--- src/rtl/dic_cfg.svh ---
// Constants of the signal processor interrupt controller: field positions,
// reset values and counts. Included by bare name, definitions only.
`ifndef DIC_CFG_SVH
`define DIC_CFG_SVH

// ****************************************************************
// Interrupt control register fields
// ****************************************************************
`define DIC_B_HOST_PEND 15
`define DIC_B_ADC_PEND 14
`define DIC_B_DAC_PEND 13
`define DIC_B_MASK_HI 12
`define DIC_B_MASK_MID 11
`define DIC_B_MASK_LO 10
`define DIC_B_HOST_REQ 9
`define DIC_B_GLOBAL_EN 8
`define DIC_B_ROUTE_HI 7
`define DIC_B_ROUTE_LO 5
`define DIC_B_CLR_HOST 4
`define DIC_B_CLR_ADC 3
`define DIC_B_CLR_DAC 2

// ****************************************************************
// Analog control register fields
// ****************************************************************
`define DIC_B_DAC_SRC 15
`define DIC_B_ACR_ONE 9

// ****************************************************************
// Host side bit positions
// ****************************************************************
`define DIC_B_HOST_SET 0
`define DIC_B_HOST_CLR 0

// ****************************************************************
// Reset values and counts
// ****************************************************************
`define DIC_RST_MASK 3'h0
`define DIC_RST_ROUTE 3'h0
`define DIC_RST_GEN 1'h0
`define DIC_RST_DAC_SRC 1'h0
`define DIC_AUTO_CLR_INSTR 2'h3

`endif

--- src/rtl/dic_pkg.sv ---
// Types of the signal processor interrupt controller.
// Assumes dic_cfg.svh supplies the numeric constants.
package dic_pkg;

  // One bit per priority level
  typedef struct packed {
    logic hi;
    logic mid;
    logic lo;
  } dic_lvl_t;

  // One bit per source
  typedef struct packed {
    logic host;
    logic adc;
    logic dac;
  } dic_src_t;

  typedef enum logic {
    DIC_IDLE,
    DIC_SERVING
  } dic_state_t;

endpackage

--- src/rtl/dic_sync.sv ---
// Two flip-flop synchroniser for one level.
// Assumes a single clock, synchronous active low reset.
`timescale 1ns/1ps
`default_nettype none

module dic_sync (
  input wire logic mclk,
  input wire logic resetn,
  input wire logic d,
  output logic q
);

  logic meta_r;

  always_ff @(posedge mclk)
  begin
    if (!resetn)
    begin
      meta_r <= 1'h0;
      q <= 1'h0;
    end
    else
    begin
      meta_r <= d;
      q <= meta_r;
    end
  end

endmodule

`default_nettype wire

--- src/rtl/dic_top.sv ---
// Interrupt controller of the signal processor core: pending flags, routing,
// masks, global enable, non-nested service and the request to the host.
// Assumes register strobes are one-cycle pulses on mclk; ext_irq_pin is async.
`timescale 1ns/1ps
`default_nettype none
`include "dic_cfg.svh"

module dic_top (
  input wire logic mclk,
  input wire logic resetn,
  input wire logic icr_wr,
  input wire logic icr_rd,
  input wire logic [15:0] icr_wdata,
  output logic [15:0] icr_rdata,
  input wire logic acr_wr,
  input wire logic acr_rd,
  input wire logic [15:0] acr_wdata,
  output logic [15:0] acr_rdata,
  input wire logic host_ctl_wr,
  input wire logic link_ctrl_wr,
  input wire logic [7:0] host_wdata,
  input wire logic host_instr_done,
  output logic host_pend_out,
  output logic host_request_out,
  input wire logic adc_done,
  input wire logic dac_timer_tick,
  input wire logic ext_irq_pin,
  input wire logic core_ack,
  input wire logic core_reti,
  output dic_pkg::dic_lvl_t irq_level,
  output logic in_service
);

  // ****************************************************************
  // Routing
  // ****************************************************************
  function automatic dic_pkg::dic_lvl_t dic_route(input logic [2:0] code,
                                                  input dic_pkg::dic_src_t p);
    dic_pkg::dic_lvl_t l;
    l = '0;
    case (code)
      3'h0: l = '{hi: p.host, mid: p.adc, lo: p.dac};
      3'h1: l = '{hi: p.adc, mid: p.host, lo: p.dac};
      3'h2: l = '{hi: p.host, mid: p.dac, lo: p.adc};
      3'h3: l = '{hi: p.dac, mid: p.host, lo: p.adc};
      3'h4: l = '{hi: p.adc, mid: p.dac, lo: p.host};
      3'h5: l = '{hi: p.dac, mid: p.adc, lo: p.host};
      default: l = '0;
    endcase
    return l;
  endfunction

  // ****************************************************************
  // State
  // ****************************************************************
  dic_pkg::dic_src_t pend_r;
  dic_pkg::dic_lvl_t mask_r;
  logic gen_r;
  logic [2:0] route_r;
  logic dac_src_r;
  logic pin_sync;
  logic pin_prev_r;
  logic dac_evt;
  logic [1:0] clr_cnt_r;
  logic clr_run_r;
  dic_pkg::dic_state_t state_r;
  dic_pkg::dic_lvl_t routed;
  dic_pkg::dic_lvl_t elig;
  dic_pkg::dic_lvl_t irq_nxt;

  dic_sync dic_sync_inst (
    .mclk(mclk),
    .resetn(resetn),
    .d(ext_irq_pin),
    .q(pin_sync)
  );

  always_ff @(posedge mclk)
  begin
    if (!resetn)
      pin_prev_r <= 1'h0;
    else
      pin_prev_r <= pin_sync;
  end

  // Output flag source: rising pin edge or sample timer
  assign dac_evt = dac_src_r ? (pin_sync & ~pin_prev_r) : dac_timer_tick;

  // ****************************************************************
  // Pending flags: set wins over a clear in the same cycle
  // ****************************************************************
  always_ff @(posedge mclk)
  begin
    if (!resetn)
      pend_r <= '0;
    else
    begin
      if (host_ctl_wr && host_wdata[`DIC_B_HOST_SET])
        pend_r.host <= 1'h1;
      else if (icr_wr && icr_wdata[`DIC_B_CLR_HOST])
        pend_r.host <= 1'h0;
      if (adc_done)
        pend_r.adc <= 1'h1;
      else if (icr_wr && icr_wdata[`DIC_B_CLR_ADC])
        pend_r.adc <= 1'h0;
      if (dac_evt)
        pend_r.dac <= 1'h1;
      else if (icr_wr && icr_wdata[`DIC_B_CLR_DAC])
        pend_r.dac <= 1'h0;
    end
  end

  // ****************************************************************
  // Control fields
  // ****************************************************************
  always_ff @(posedge mclk)
  begin
    if (!resetn)
    begin
      mask_r <= `DIC_RST_MASK;
      gen_r <= `DIC_RST_GEN;
      route_r <= `DIC_RST_ROUTE;
    end
    else if (icr_wr)
    begin
      mask_r <= icr_wdata[`DIC_B_MASK_HI:`DIC_B_MASK_LO];
      gen_r <= icr_wdata[`DIC_B_GLOBAL_EN];
      route_r <= icr_wdata[`DIC_B_ROUTE_HI:`DIC_B_ROUTE_LO];
    end
  end

  always_ff @(posedge mclk)
  begin
    if (!resetn)
      dac_src_r <= `DIC_RST_DAC_SRC;
    else if (acr_wr)
      dac_src_r <= acr_wdata[`DIC_B_DAC_SRC];
  end

  // ****************************************************************
  // Request to the host
  // ****************************************************************
  always_ff @(posedge mclk)
  begin
    if (!resetn)
    begin
      clr_run_r <= 1'h0;
      clr_cnt_r <= 2'h0;
    end
    else if (link_ctrl_wr && host_wdata[`DIC_B_HOST_CLR])
    begin
      clr_run_r <= 1'h1;
      clr_cnt_r <= 2'h0;
    end
    else if (clr_run_r && host_instr_done)
    begin
      clr_cnt_r <= clr_cnt_r + 2'h1;
      if (clr_cnt_r + 2'h1 == `DIC_AUTO_CLR_INSTR)
        clr_run_r <= 1'h0;
    end
  end

  always_ff @(posedge mclk)
  begin
    if (!resetn)
      host_request_out <= 1'h0;
    else if (icr_wr)
      host_request_out <= icr_wdata[`DIC_B_HOST_REQ];
    else if (clr_run_r && host_instr_done && clr_cnt_r + 2'h1 == `DIC_AUTO_CLR_INSTR)
      host_request_out <= 1'h0;
  end

  always_ff @(posedge mclk)
  begin
    if (!resetn)
      host_pend_out <= 1'h0;
    else
      host_pend_out <= pend_r.host;
  end

  // ****************************************************************
  // Read data
  // ****************************************************************
  always_ff @(posedge mclk)
  begin
    if (!resetn)
      icr_rdata <= 16'h0000;
    else if (icr_rd)
      icr_rdata <= {pend_r, mask_r, 1'h0, gen_r, route_r, 5'h00};
  end

  always_ff @(posedge mclk)
  begin
    if (!resetn)
      acr_rdata <= 16'h0000;
    else if (acr_rd)
      acr_rdata <= {dac_src_r, 5'h00, 1'h1, 9'h000};
  end

  // ****************************************************************
  // Eligibility and service
  // ****************************************************************
  always_comb
  begin
    routed = dic_route(route_r, pend_r);
    elig = routed & mask_r & {3{gen_r}};
    irq_nxt = '0;
    if (state_r == dic_pkg::DIC_IDLE && !core_ack)
    begin
      if (elig.hi)
        irq_nxt.hi = 1'h1;
      else if (elig.mid)
        irq_nxt.mid = 1'h1;
      else if (elig.lo)
        irq_nxt.lo = 1'h1;
    end
  end

  always_ff @(posedge mclk)
  begin
    if (!resetn)
      irq_level <= '0;
    else
      irq_level <= irq_nxt;
  end

  // Service flag is kept in its own flop so the output comes from a register
  always_ff @(posedge mclk)
  begin
    if (!resetn)
    begin
      state_r <= dic_pkg::DIC_IDLE;
      in_service <= 1'h0;
    end
    else
      case (state_r)
        dic_pkg::DIC_IDLE:
          if (core_ack && irq_level != '0)
          begin
            state_r <= dic_pkg::DIC_SERVING;
            in_service <= 1'h1;
          end
        dic_pkg::DIC_SERVING:
          if (core_reti)
          begin
            state_r <= dic_pkg::DIC_IDLE;
            in_service <= 1'h0;
          end
        default:
        begin
          state_r <= dic_pkg::DIC_IDLE;
          in_service <= 1'h0;
        end
      endcase
  end

  // ****************************************************************
  // Checks
  // ****************************************************************
  a_no_nesting: assert property (@(posedge mclk) disable iff (!resetn)
    in_service |=> irq_level == '0)
    else $error("level presented during service");

  a_prio_order: assert property (@(posedge mclk) disable iff (!resetn)
    $countones(irq_level) <= 1)
    else $error("more than one level presented");

  a_hi_first: assert property (@(posedge mclk) disable iff (!resetn)
    (elig.hi && !in_service && !core_ack) |=> irq_level.hi)
    else $error("high level not presented first");

  a_host_set: assert property (@(posedge mclk) disable iff (!resetn)
    $rose(pend_r.host) |-> $past(host_ctl_wr && host_wdata[`DIC_B_HOST_SET]))
    else $error("host flag set without host write");

  a_clr_flags: assert property (@(posedge mclk) disable iff (!resetn)
    (icr_wr && icr_wdata[`DIC_B_CLR_ADC] && !adc_done) |=> !pend_r.adc)
    else $error("converter flag not cleared");

  a_gen_gate: assert property (@(posedge mclk) disable iff (!resetn)
    !gen_r |=> irq_level == '0)
    else $error("level presented while disabled");

  a_bit9_read: assert property (@(posedge mclk) disable iff (!resetn)
    icr_rd |=> icr_rdata[`DIC_B_HOST_REQ] == 1'h0 && icr_rdata[1:0] == 2'h0)
    else $error("unstored bits read nonzero");

  a_req_write: assert property (@(posedge mclk) disable iff (!resetn)
    icr_wr |=> host_request_out == $past(icr_wdata[`DIC_B_HOST_REQ]))
    else $error("host request not following write");

  a_mask_gate: assert property (@(posedge mclk) disable iff (!resetn)
    !mask_r.lo |=> !irq_level.lo)
    else $error("masked level presented");

  a_reset_gen: assert property (@(posedge mclk)
    !resetn |=> !gen_r)
    else $error("global enable survives reset");

endmodule

`default_nettype wire

--- config.mk ---
export PLATFORM = sky130hd
export DESIGN_NAME = dic_top
export DESIGN_NICKNAME = d
export VERILOG_FILES = /design/src/rtl/dic_pkg.sv /design/src/rtl/dic_sync.sv /design/src/rtl/dic_top.sv
export VERILOG_INCLUDE_DIRS = /design/src /design/src/rtl
export SDC_FILE = /design/constraint.sdc
export NUM_CORES = 1
export LEC_CHECK = 0
export BUFFER_PORTS_ARGS = -buffer_cell sky130_fd_sc_hd__buf_2
export CORE_ASPECT_RATIO = 1.25
export CORE_UTILIZATION = 47
export CTS_CLUSTER_SIZE = 40
export DETAILED_ROUTE_END_ITERATION = 8
export GPL_TIMING_DRIVEN = 0
export PLACE_DENSITY_LB_ADDON = 0.2
export SETUP_SLACK_MARGIN = 0.3
export SLEW_MARGIN = 20
export SYNTH_ARGS = -nofsm -noshare
export SYNTH_HDL_FRONTEND = slang
export SYNTH_SLANG_ARGS = --single-unit
--- constraint.sdc ---
create_clock -name mclk -period 4.2 [get_ports mclk]
set_clock_uncertainty 0.15 [all_clocks]
set_input_delay 0.42 -clock mclk [delete_from_list [all_inputs] [get_ports mclk]]
set_output_delay 0.42 -clock mclk [all_outputs]
set_load 0.02 [all_outputs]
## Word-level counts from Yosys, hierarchy flattened

Index checks and enable logic that the tools add are counted.

- Bits in registers: 36
- Input bits: 54
- Output and inout bits: 38
- Word-level logic and storage cells: 85

- Add/subtract/negate cells: 1
- Equal/unequal tests: 8
- Multiplexer cells: 22
- Bitwise gates (word level): 7
- Reductions and logical operators: 24

Operators by type and width:

| operator | number |
|---|---|
| $mux 1 | 19 |
| $pmux 3 s6 | 1 |
| $reduce_bool 2->1 | 6 |
| $logic_and 1x1->1 | 9 |
| $and 3x3->3 | 2 |
| $eq 3x2->1 const B | 2 |
| $eq 3x3->1 const B | 2 |
| $reduce_and 2->1 | 3 |
| $not 1->1 | 4 |
| $pmux 1 s2 | 2 |
| $reduce_or 4->1 | 1 |
| $eq 3x1->1 const B | 1 |
| $logic_not 3->1 | 1 |
| $reduce_bool 3->1 | 1 |
| $reduce_or 3->1 | 1 |
| $add 2x1->2 const B | 1 |
| $eq 2x2->1 const B | 1 |
| $ne 2x1->1 const B | 1 |
| $ne 2x2->1 const B | 1 |
| $reduce_or 2->1 | 1 |
| $and 1x1->1 | 1 |
| $logic_not 1->1 | 1 |

## Longest topological paths before layout

Gate-level depths: netlist of run 1.

- Depth after elaboration: 5
- Gate-level depth with buffers: 6
- Mapped depth without buffers: 6

## Hierarchy

A second synthesis of run 1 with hierarchy kept.

- Cell total of the unflattened synthesis: 165
- Area, all modules: 1609.0 um^2

By module, submodules not included:

| module | times used | cells an instance | area an instance (um^2) | seq. area each (um^2) |
|---|---|---|---|---|
| dic_top | 1 | 161 | 1556.5 | 680.7 |
| dic_sync | 1 | 4 | 52.6 | 40.0 |

## Least setup slack after synthesis of run 1

No wires, ideal clock.

- Path kind: reg-to-reg
- From: register route_r[2]
- To: register irq_level[0] in the netlist's numbering
- Setup time: 0.073 ns
- Data arrival time: 1.192 ns
- Required time: 3.977 ns
- Slack: 2.786 ns
- Stages on the path, launching flop included: 6
- Buffers on the path: 1
- Period minus slack after synthesis: 1.414 ns
- Cell sequence: dfxtp_1 buf_6 nor2b_4 a311o_1 a41o_1 nor3b_2

- Longest elaborated chain between the ends: 5
- Elaborated cells between the ends (all ways): 11
- Classes of those cells: 5 x eq/ne; 2 x mux; 2 x bitwise; 2 x reduce/logical

Ends and longest elaborated chain:

| what | RTL line | text |
|---|---|---|
| from (decl) | dic_top.sv:59 | `logic [2:0] route_r;` |
| from (signal assigned) | dic_top.sv:122 | `` route_r <= `DIC_RST_ROUTE; `` |
| from (signal assigned) | dic_top.sv:128 | `` route_r <= icr_wdata[`DIC_B_ROUTE_HI:`DIC_B_ROUTE_LO]; `` |
| $eq 3x3->1, or another cell as far along | dic_top.sv:41 | `case (code)` |
| $pmux 3 s6 * | dic_top.sv:41 |  |
| $and 3x3->3 * (2 in series) | dic_top.sv:206 | `elig = routed & mask_r & {3{gen_r}};` |
| $reduce_or 4->1 (no source line) or $mux 1 (tied branches) | - |  |
| to (signal assigned) | dic_top.sv:224 | `irq_level <= irq_nxt;` |
| to (decl) | dic_top.sv:30 | `output dic_pkg::dic_lvl_t irq_level,` |

Every way passes the cells marked *; elsewhere a longest branch is shown, timed or not.
A chain may end at the register's enable or synchronous reset.

## Final worst setup path of run 1

- From: register route_r[1]
- To: register irq_level[0] in the netlist's numbering

The elaborated chain is that of the path after synthesis.

==> summary.md, run 1 <==
| Metric | Value |
|---|---|
| Pleak | 0.00100 µW |
| Total grt overflow | 0 |
| CTS Sinks | 36 |
| Worst-skew pair later-pin latency | 0.29 ns |
| WP data arrival | 1.56 ns |
| Compound-Gate Fraction of Synth Area | 8.40% |
| Total routed wirelength | 2.86 mm |
| Clock Tree Root | clkbuf_8 |
| Synth-to-layout area growth | 27.6% |
| Largest family of logic cells by synthesized area | simple AND/OR/NAND/NOR gates |
| Final GP Congestion | 0.708 |
| GRT Overall Usage | 18.1% |
| Die height | 67.4 µm |
| Clk buf depth | 2 |
| Final setup viols | 0 |
| Register bit count reported by yosys | 36 |
| Slowest CP cell | a21boi_0 |
| Period Utilization, post-route | 36.5% |
| Top post-synthesis cells by area | dfxtp_1 45%, mux2i_1 13%, buf_4 9.3% |
| Starting density of the core | 49.9% |
| Mapped Area | 1610 µm² |
| DRC Markers | 0 |
| CTS clk-pin slew, worst paths | 0.07 ns |
| Via Count | 1236 |
| Post-Synth XOR/XNOR Area | 0.544% |
| Mux share of post-synthesis cell area | 13.1% |
| Layout cells sized above 1 | 33.2% |
| Power Density | 376 nW/µm² |
| Crit Path Max Fanout | 9 |
| Post-CTS sizing | 0 |
| CP peak stage delay | 0.41 ns |
| Row count | 23 |
| Die Wd | 54.3 µm |
| Primary FF master, synth | dfxtp_1 |
| Peak supply drop | 0.000314 V |
| Critical path's top delay family | compound AO/OA/AOI/OAI gates |
| Ant diodes | 0 |
| Layout Nets | 289 |
| Num CTS Buffers | 5 |
| H-tree depth | 2 |
| RSZ-0062 raised after global routing | no |
| I/O pin count | 92 |
| Power Total | 772 µW |
| Worst Setup End Kind | register |
| Mean cell area of the mapped netlist | 9.75 µm² |
| Largest net degree at the start of global routing | 13 |
| Area leader, netlist | dfxtp_1 |
| HPWL Detailed | 2.15 mm |
| Pins over their slew limit | 0 |
| Post-synthesis simple-gate area fraction | 19.6% |
| Max cap viols | 0 |
| Hold Path Class | in -> reg |
| Status | complete, no violations |
| Hold-fix buffers, CTS | 0 |
| Asr flop ratio synth | 0% |
| Ys Warns | 0 |
| Core ar. | 3220 µm² |
| Crit start category | register |
| Buf/Inv on CP | 1 |
| Initial antenna violation count | 0 |
| Syn Inst Count | 165 |
| Post-synthesis sequential area ratio | 44.8% |
| WL per Instance | 10.5 µm |
| Starting DRT DRC Count | 23 |
| Setup CP Type | reg -> reg |
| Post-route ant nets | 0 |
| CTS tree | done |
| Vias in the first global route | 1055 |
| First-pass GRT wire length | 4.69 mm |
| Die footprint | 3660 µm² |
| Post-synth cell types | 33 |
| DR pass1 iterations | 4 |
| Share of the synthesized area in the top cell type | 44.8% |
| Min cycle time layout | 1.53 ns |
| EDFF count, synth | 0 |
| Final Hold Fails | 0 |
| PortBufs | 43 |
| Max frequency | 0.653 GHz |
| Post-Synth Adder-Cell Area | 0.778% |
| Critical Path RT | 4.23 ns |
| Post-CTS setup buffer count | 0 |
| CP cell instances | buf_2 -> a21boi_0 -> o2111ai_1 -> nor3b_2 |
| Via/cell ratio | 4.54 |
| TNS Setup | 0 ns |
-- placed cells by master (no fill, tap or decap), drive strengths merged --
cell / count
buf: 67
dfxtp: 36
nor2b: 25
mux2i: 21
conb: 20
nand2: 13
clkbuf: 8
and2: 5
inv: 4
a21oi: 4
nor2: 4
o21ai: 3
o21a: 2
a21boi: 2
nand3: 2
nand3b: 2
a311o: 2
nor3b: 2
a22oi: 1
o22ai: 1
a311oi: 1
o211ai: 1
nand4: 1
o2111ai: 1
a41o: 1
nor3: 1
xnor2: 1
ha: 1
bufinv: 1
clkinvlp: 1
clkinv: 1
-- synth_stat cells (all sizes together), types with 2 or more instances --
cell,count
mux2i,21
nand3b,2
a311o,2
nand2,13
buf,24
dfxtp,36
o21ai,3
inv,4
and2,5
nor2,4
a21boi,2
o21a,2
nor2b,25
a21oi,4
clkbuf,3
nor3b,2
nand3,2
-- worst paths after layout --
path | from | endpoint | slack [ns] | cells past startpoint
setup / recovery | route_r[1] | irq_level[0] | 2.67 | 4
setup reg to reg | route_r[1] | irq_level[0] | 2.67 | 4
hold / removal | ext_irq_pin | dic_sync_inst.meta_r | 0.18 | 2
hold reg to reg | dic_sync_inst.meta_r | dic_sync_inst.q | 0.29 | 1
-- kinds of logic (layout without fill, tap and decap cells) --
family,Yosys count,count (layout)
buffers and inverters,31,82
other,1,20
AO/OA/AOI/OAI,19,19
flip-flops,36,36
XOR/XNOR,1,1
adder cells (fa/ha/maj),1,1
multiplexers,21,21
AND/OR/NAND/NOR,55,55
-- cell type report --
| type | count | area [µm²] |
|---|---|---|
| Buffer | 27 | 188 |
| Clock buffer | 5 | 68.8 |
| Clock inverter | 3 | 42.5 |
| Fill cell | 311 | 1170 |
| Inverter | 4 | 15.0 |
| Multi-Input combinational cell | 117 | 757 |
| Sequential cell | 36 | 721 |
| Tap cell | 37 | 46.3 |
| Timing Repair Buffer | 43 | 215 |
-- per-layer routing --
| metal | wire (µm) | up-vias | track usage, % |
|---|---|---|---|
| met5 | 0 | - | 0 |
| met4 | 52 | 0 | 6.73 |
| met3 | 190 | 7 | 6.31 |
| met2 | 1420 | 41 | 30.3 |
| met1 | 1200 | 540 | 20.6 |
| li1 | - | 648 | - |
-- where the power goes --
group | total [µW] | internal [µW] | switching [µW]
Combinational | 108 | 50.9 | 57.5
Clock | 297 | 175 | 121
Sequential | 367 | 356 | 10.2
Total | 772 | 583 | 189
-- sequential cells by signal, summed over array words and instances (netlist names), 2 cells and up --
register and cells:
pend_r 3, route_r 3, acr_rdata 2, mask_r 3
icr_rdata 10, clr_cnt_r 2, irq_level 3
-- stage by stage --
stage / hold slack, ns / worst slack [ns] / util (%) / area (µm²) / instances
after global routing: 0.175 / 2.54 / 63.7 / 2050 / 272
after CTS: 0.183 / 2.66 / 63.7 / 2050 / 272
after global placement: 0.267 / 2.71 / 60.2 / 1940 / 264
final: 0.184 / 2.67 / 63.7 / 2050 / 272
after detailed placement: 0.275 / 2.71 / 60.2 / 1940 / 264
after floorplan: 0.262 / 2.79 / - / 1680 / 184
No activity file was read; power rests on OpenSTA's default activity.
==> run 2, diff against run 1 <==
- CORE_UTILIZATION: 47 -> 39
- clock period: 4.2 -> 1.4 ns (I/O delays scaled with it)
==> summary.md, run 2 (synthesis results as in run 1) <==
| Metric | Value |
|---|---|
| Largest net degree at the start of global routing | 12 |
| Via Count | 1321 |
| Pleak | 0.00109 µW |
| Synth-to-layout area growth | 44.2% |
| Fillers | 378 |
| Peak supply drop | 0.000655 V |
| Worst Setup End Kind | register |
| Fin Hold WS | -0.0133 ns |
| DRC Markers | 0 |
| Buf/Inv on CP | 1 |
| WP data arrival | 1.50 ns |
| Layout Nets | 307 |
| Post-route ant nets | 0 |
| Most common cell after layout, fill and taps aside | buf_4 |
| Setup CP Type | reg -> reg |
| Biggest register | icr_rdata |
| Pins over their slew limit | 0 |
| Period Utilization, post-route | 102% |
| Via/cell ratio | 4.30 |
| Vias in the first global route | 1207 |
| Starting DRT DRC Count | 11 |
| Total routed wirelength | 3.30 mm |
| HPWL Detailed | 2.27 mm |
| Instance count on the critical path | 5 |
| Total grt overflow | 0 |
| CTS clk-pin slew, worst paths | 0.07 ns |
| Fin worst setup slack | -0.0315 ns |
| Placed Area | 1960 µm² |
| Fin cells | 307 |
| Num CTS Buffers | 5 |
| RSZ-0062 raised after global routing | yes |
| PortBufs | 43 |
| Crit start category | register |
| Starting density of the core | 41.5% |
| Die Wd | 59.5 µm |
| CP peak stage delay | 0.34 ns |
| Core ar. | 3880 µm² |
| Min cycle time layout | 1.43 ns |
| Status | complete, but fails checks |
| First-pass GRT wire length | 5.30 mm |
| H-tree depth | 2 |
| CTS tree | done |
| Critical Path RT | 1.47 ns |
| Row count | 25 |
| Most frequent cells in the layout | 35 x buf_4, 33 x buf_2, 29 x dfxtp_1 |
| Ant diodes | 0 |
| Area of the multi-input gates | 801 µm² |
| Die height | 73.8 µm |
| R2R setup slack | -0.03 ns |
| Die footprint | 4390 µm² |
| Dpl ws | -0.114 ns |
| Final GP Congestion | 0.675 |
| CTS Sinks | 36 |
| Initial antenna violation count | 0 |
| Max cap viols | 0 |
| Critical path's top delay family | flip-flops |
| I/O pin count | 92 |
| CP cell instances | buf_6 -> mux2i_2 -> o21ai_1 -> o2111ai_2 -> nor3b_2 |
| Post-route design area | 2320 µm² |
| Clock Tree Root | clkbuf_8 |
| WHS Path Cells | 3 |
| R2r worst-path depth | 5 |
| Max frequency | 0.699 GHz |
| DR pass1 iterations | 4 |
| Final Hold Fails | 2 |
| GRT Overall Usage | 16.4% |
| Hold Path Class | in -> reg |
| Failing checks | hold timing, setup timing |
| FF/Latch Area | 729 µm² |
| Final setup viols | 1 |
| Crit Path Max Fanout | 5 |
| Slowest CP cell | dfxtp_2 |
| WL per Instance | 10.7 µm |
| Fin util | 59.8% |
| Worst-skew pair later-pin latency | 0.28 ns |
| Clk buf depth | 2 |
| Max FFs per register | 10 |
| Power Density | 964 nW/µm² |
| Placed insts | 281 |
| Layout cells sized above 1 | 37.9% |
[run 2: cell types whose count changed in the layout (fill, tap and decap cells not counted), sizes merged]
cell          before  now
buf               67   70
bufinv             1    0
clkbuf             8    9
clkinv             1    2
clkinvlp           1    0
dlygate4sd3        0   14
dlymetal6s4s       0    1
[run 2: through the flow]
stage               total power [µW]  setup TNS (ns)
floorplan                       1360               0
global placement                1450          -0.124
detailed placement              1450          -0.149
CTS                             2240         -0.0269
global route                    2360          -0.287
finish                          2240         -0.0315
[run 2: layout make-up]
class,instances,area share [%]
well taps,54,2.91
plain buffers,27,8.36
multi-input cells,117,34.5
repair buffers,61,18.1
clock buffers,6,3.56
inverters,4,0.647
flip-flops and latches,36,31.4
clock inverters,2,0.432
[run 2: path summary, 6_finish.rpt]
check / from / endpoint
worst min-delay path: link_ctrl_wr / clr_run_r
worst max-delay path: route_r[2] / irq_level[0]
worst max register to register: route_r[2] / irq_level[0]
worst min register to register: dic_sync_inst.meta_r / dic_sync_inst.q
[run 2: report_power, final]
group | internal [µW] | switching, µW
Combinational | 199 | 186
Clock | 392 | 352
Sequential | 1070 | 37.1
Total | 1660 | 575
[run 2: routing by layer]
| metal | vias to the layer above | GRT usage, % | wire (µm) | part of all wire, % |
|---|---|---|---|---|
| met1 | 590 | 18.8 | 1380 | 42 |
| met3 | 5 | 5.63 | 211 | 6.4 |
| met2 | 42 | 27.7 | 1660 | 50 |
| met4 | 0 | 5.82 | 43 | 1.3 |
| li1 | 684 | - | - | - |
| met5 | - | 0 | 0 | 0 |
[run 2: what timing repair did]
action,CTS,global route
gates cloned,1,0
hold buffers,16,0
pin swaps,5,1
setup buffers,2,0
hold endpoints to repair,17,0
resized for setup,10,24
setup endpoints to repair,5,19
[run 2: tightest hold or removal path: stages]
cell	delay, ns
buf_2	0.09
nand2_1	0.07
a21boi_0	0.07
==> run 3, diff against run 2 <==
- ABC_AREA: unset -> 1
- CORE_UTILIZATION: 39 -> 38
- REMOVE_ABC_BUFFERS: unset -> 1
==> summary.md, run 3 <==
| Metric | Value |
|---|---|
| Pins over their slew limit | 0 |
| WL per Instance | 10.3 µm |
| Mean cell area of the mapped netlist | 7.57 µm² |
| Largest net degree at the start of global routing | 28 |
| Asr flop ratio synth | 0% |
| Layout Nets | 323 |
| Final GP Congestion | 0.843 |
| Register bit count reported by yosys | 36 |
| Slowest CP cell | dfxtp_4 |
| Reg-to-Reg Start | route_r[1] |
| CTS Sinks | 36 |
| Die height | 73.3 µm |
| Crit start category | register |
| Setup CP Type | reg -> reg |
| Share of the synthesized area in the top cell type | 46.7% |
| Final Hold Fails | 1 |
| Power Density | 1080 nW/µm² |
| EDFF count, synth | 0 |
| Core ar. | 3850 µm² |
| RSZ-0062 raised after global routing | yes |
| Most frequent cells in the layout | 32 x buf_2, 29 x nor2_1, 27 x dfxtp_1 |
| Failing checks | hold timing |
| Ant diodes | 0 |
| DR pass1 iterations | 4 |
| H-tree depth | 2 |
| Syn Inst Count | 204 |
| Row count | 25 |
| PortBufs | 44 |
| WP data arrival | 1.16 ns |
| Fin util | 55.0% |
| CTS tree | done |
| Hold Path Class | in -> reg |
| Crit-path most repeated cell | nand2_1 |
| Die Wd | 59.0 µm |
| Starting density of the core | 40.1% |
| Top post-synthesis cells by area | dfxtp_1 47%, buf_4 9.7%, nand2_1 7.3% |
| Mapped Area | 1540 µm² |
| Ys Warns | 0 |
| CP cell instances | inv_4 -> nand3_2 -> nand2_1 -> nand2_1 -> nand3_2 -> nand2_2 -> nand2_1 -> nor2_1 |
| Final setup viols | 0 |
| Worst-skew pair later-pin latency | 0.28 ns |
| Total routed wirelength | 3.32 mm |
| Max FFs per register | 10 |
| Hold Crit Start | host_instr_done |
| Post-synth cell types | 21 |
| Vias in the first global route | 1294 |
| GRT Overall Usage | 16.8% |
| Fin Hold WS | -0.0105 ns |
| Status | complete, but fails checks |
| Max frequency | 0.892 GHz |
| Total grt overflow | 0 |
| Min cycle time layout | 1.12 ns |
| Via/cell ratio | 4.46 |
| I/O pin count | 92 |
| Post-route ant nets | 0 |
| Clk buf depth | 2 |
| Peak supply drop | 0.000655 V |
| Max cap viols | 0 |
| Initial antenna violation count | 0 |
| CP peak stage delay | 0.37 ns |
| Buf/Inv on CP | 1 |
| Area leader, netlist | dfxtp_1 |
| First-pass GRT wire length | 5.36 mm |
| Biggest register | icr_rdata |
| Most common cell after layout, fill and taps aside | buf_2 |
| Clock Tree Root | clkbuf_8 |
| Critical Path RT | 1.44 ns |
| Synth cell count leaders | 36 x dfxtp_1, 30 x nand2_1, 30 x nor2_1 |
| Crit Path Max Fanout | 6 |
| Critical path's top delay family | simple AND/OR/NAND/NOR gates |
| Crit path from | route_r[1] |
| Fillers | 388 |
| Synth-to-layout area growth | 37.0% |
| Pleak | 0.00103 µW |
| Die footprint | 4320 µm² |
| Num CTS Buffers | 5 |
| Primary FF master, synth | dfxtp_1 |
| CTS clk-pin slew, worst paths | 0.07 ns |
| DRC Markers | 0 |
| HPWL Detailed | 2.17 mm |
| Layout cells sized above 1 | 29.5% |
| Starting DRT DRC Count | 34 |
| Count leader, synth | dfxtp_1 |
| Via Count | 1437 |
| Post-synthesis sequential area ratio | 46.7% |
| TNS Setup | 0 ns |
| Period Utilization, post-route | 80.1% |
| Worst Setup End Kind | register |
[run 3: through the flow]
step	power, µW	cells	hold slack (ns)	setup WS [ns]	cell area (µm²)
4_1_cts	2270	322	-0.00790	0.278	2040
5_1_grt	2400	322	0.0198	0.205	2110
3_5_place_dp	1440	295	0.178	0.0478	1720
3_3_place_gp	1440	295	0.175	0.0484	1720
6_report	2280	322	-0.0105	0.279	2110
2_1_floorplan	1330	197	0.0794	0.292	1440
[run 3: final cells by class]
class / count / area, µm² / area share (%)
flip-flops and latches: 36 / 739 / 35.0
clock buffers: 7 / 96.3 / 4.56
inverters: 20 / 82.6 / 3.91
well taps: 54 / 67.6 / 3.20
multi-input cells: 141 / 686 / 32.4
repair buffers: 64 / 443 / 20.9
[run 3: tightest hold or removal path, cell delays in order]
cell     delay, ns
buf_2         0.07
nand2_1       0.06
nand2_1       0.06
a21oi_1       0.06
[run 3: cells by family (layout without fill, tap and decap cells)]
kind of cell,Yosys count,count (layout),share of synthesized area [%]
buffers and inverters,46,91,16.4
and+or+nand+nor,77,77,21.5
adders and majority gates,1,1,0.810
other,1,20,0.243
DFF,36,36,46.7
AOI/OAI and AO/OA,43,43,14.3
[run 3: final timing paths]
kind                           to  slack, ns  cells past startpoint
setup / recovery     irq_level[0]       0.28                      8
hold / removal       clr_cnt_r[0]      -0.01                      4
setup reg to reg     irq_level[0]       0.28                      8
hold reg to reg   dic_sync_inst.q       0.26                      2
[run 3: power by group]
part | internal, µW | switching, µW | total, µW | leakage (µW)
combinational | 151 | 216 | 366 | 0.000677
sequential | 1080 | 44.1 | 1130 | 0.000301
clock | 438 | 350 | 788 | 0.0000503
[run 3: per-layer routing]
| layer | part of all wire, % | vias up | GRT usage (%) |
|---|---|---|---|
| met2 | 52 | 45 | 29.9 |
| met1 | 43 | 650 | 18.0 |
| li1 | - | 738 | - |
| met3 | 3.9 | 4 | 5.81 |
| met4 | 1.1 | 0 | 6.35 |
| met5 | 0 | - | 0 |
[run 3: what timing repair did]
| item | CTS | global route |
|---|---|---|
| resized for setup | 12 | 25 |
| pin swaps | 3 | 3 |
| setup buffers | 3 | 0 |
| hold endpoints to repair | 18 | 0 |
| setup endpoints to repair | 4 | 15 |
| hold buffers | 17 | 0 |
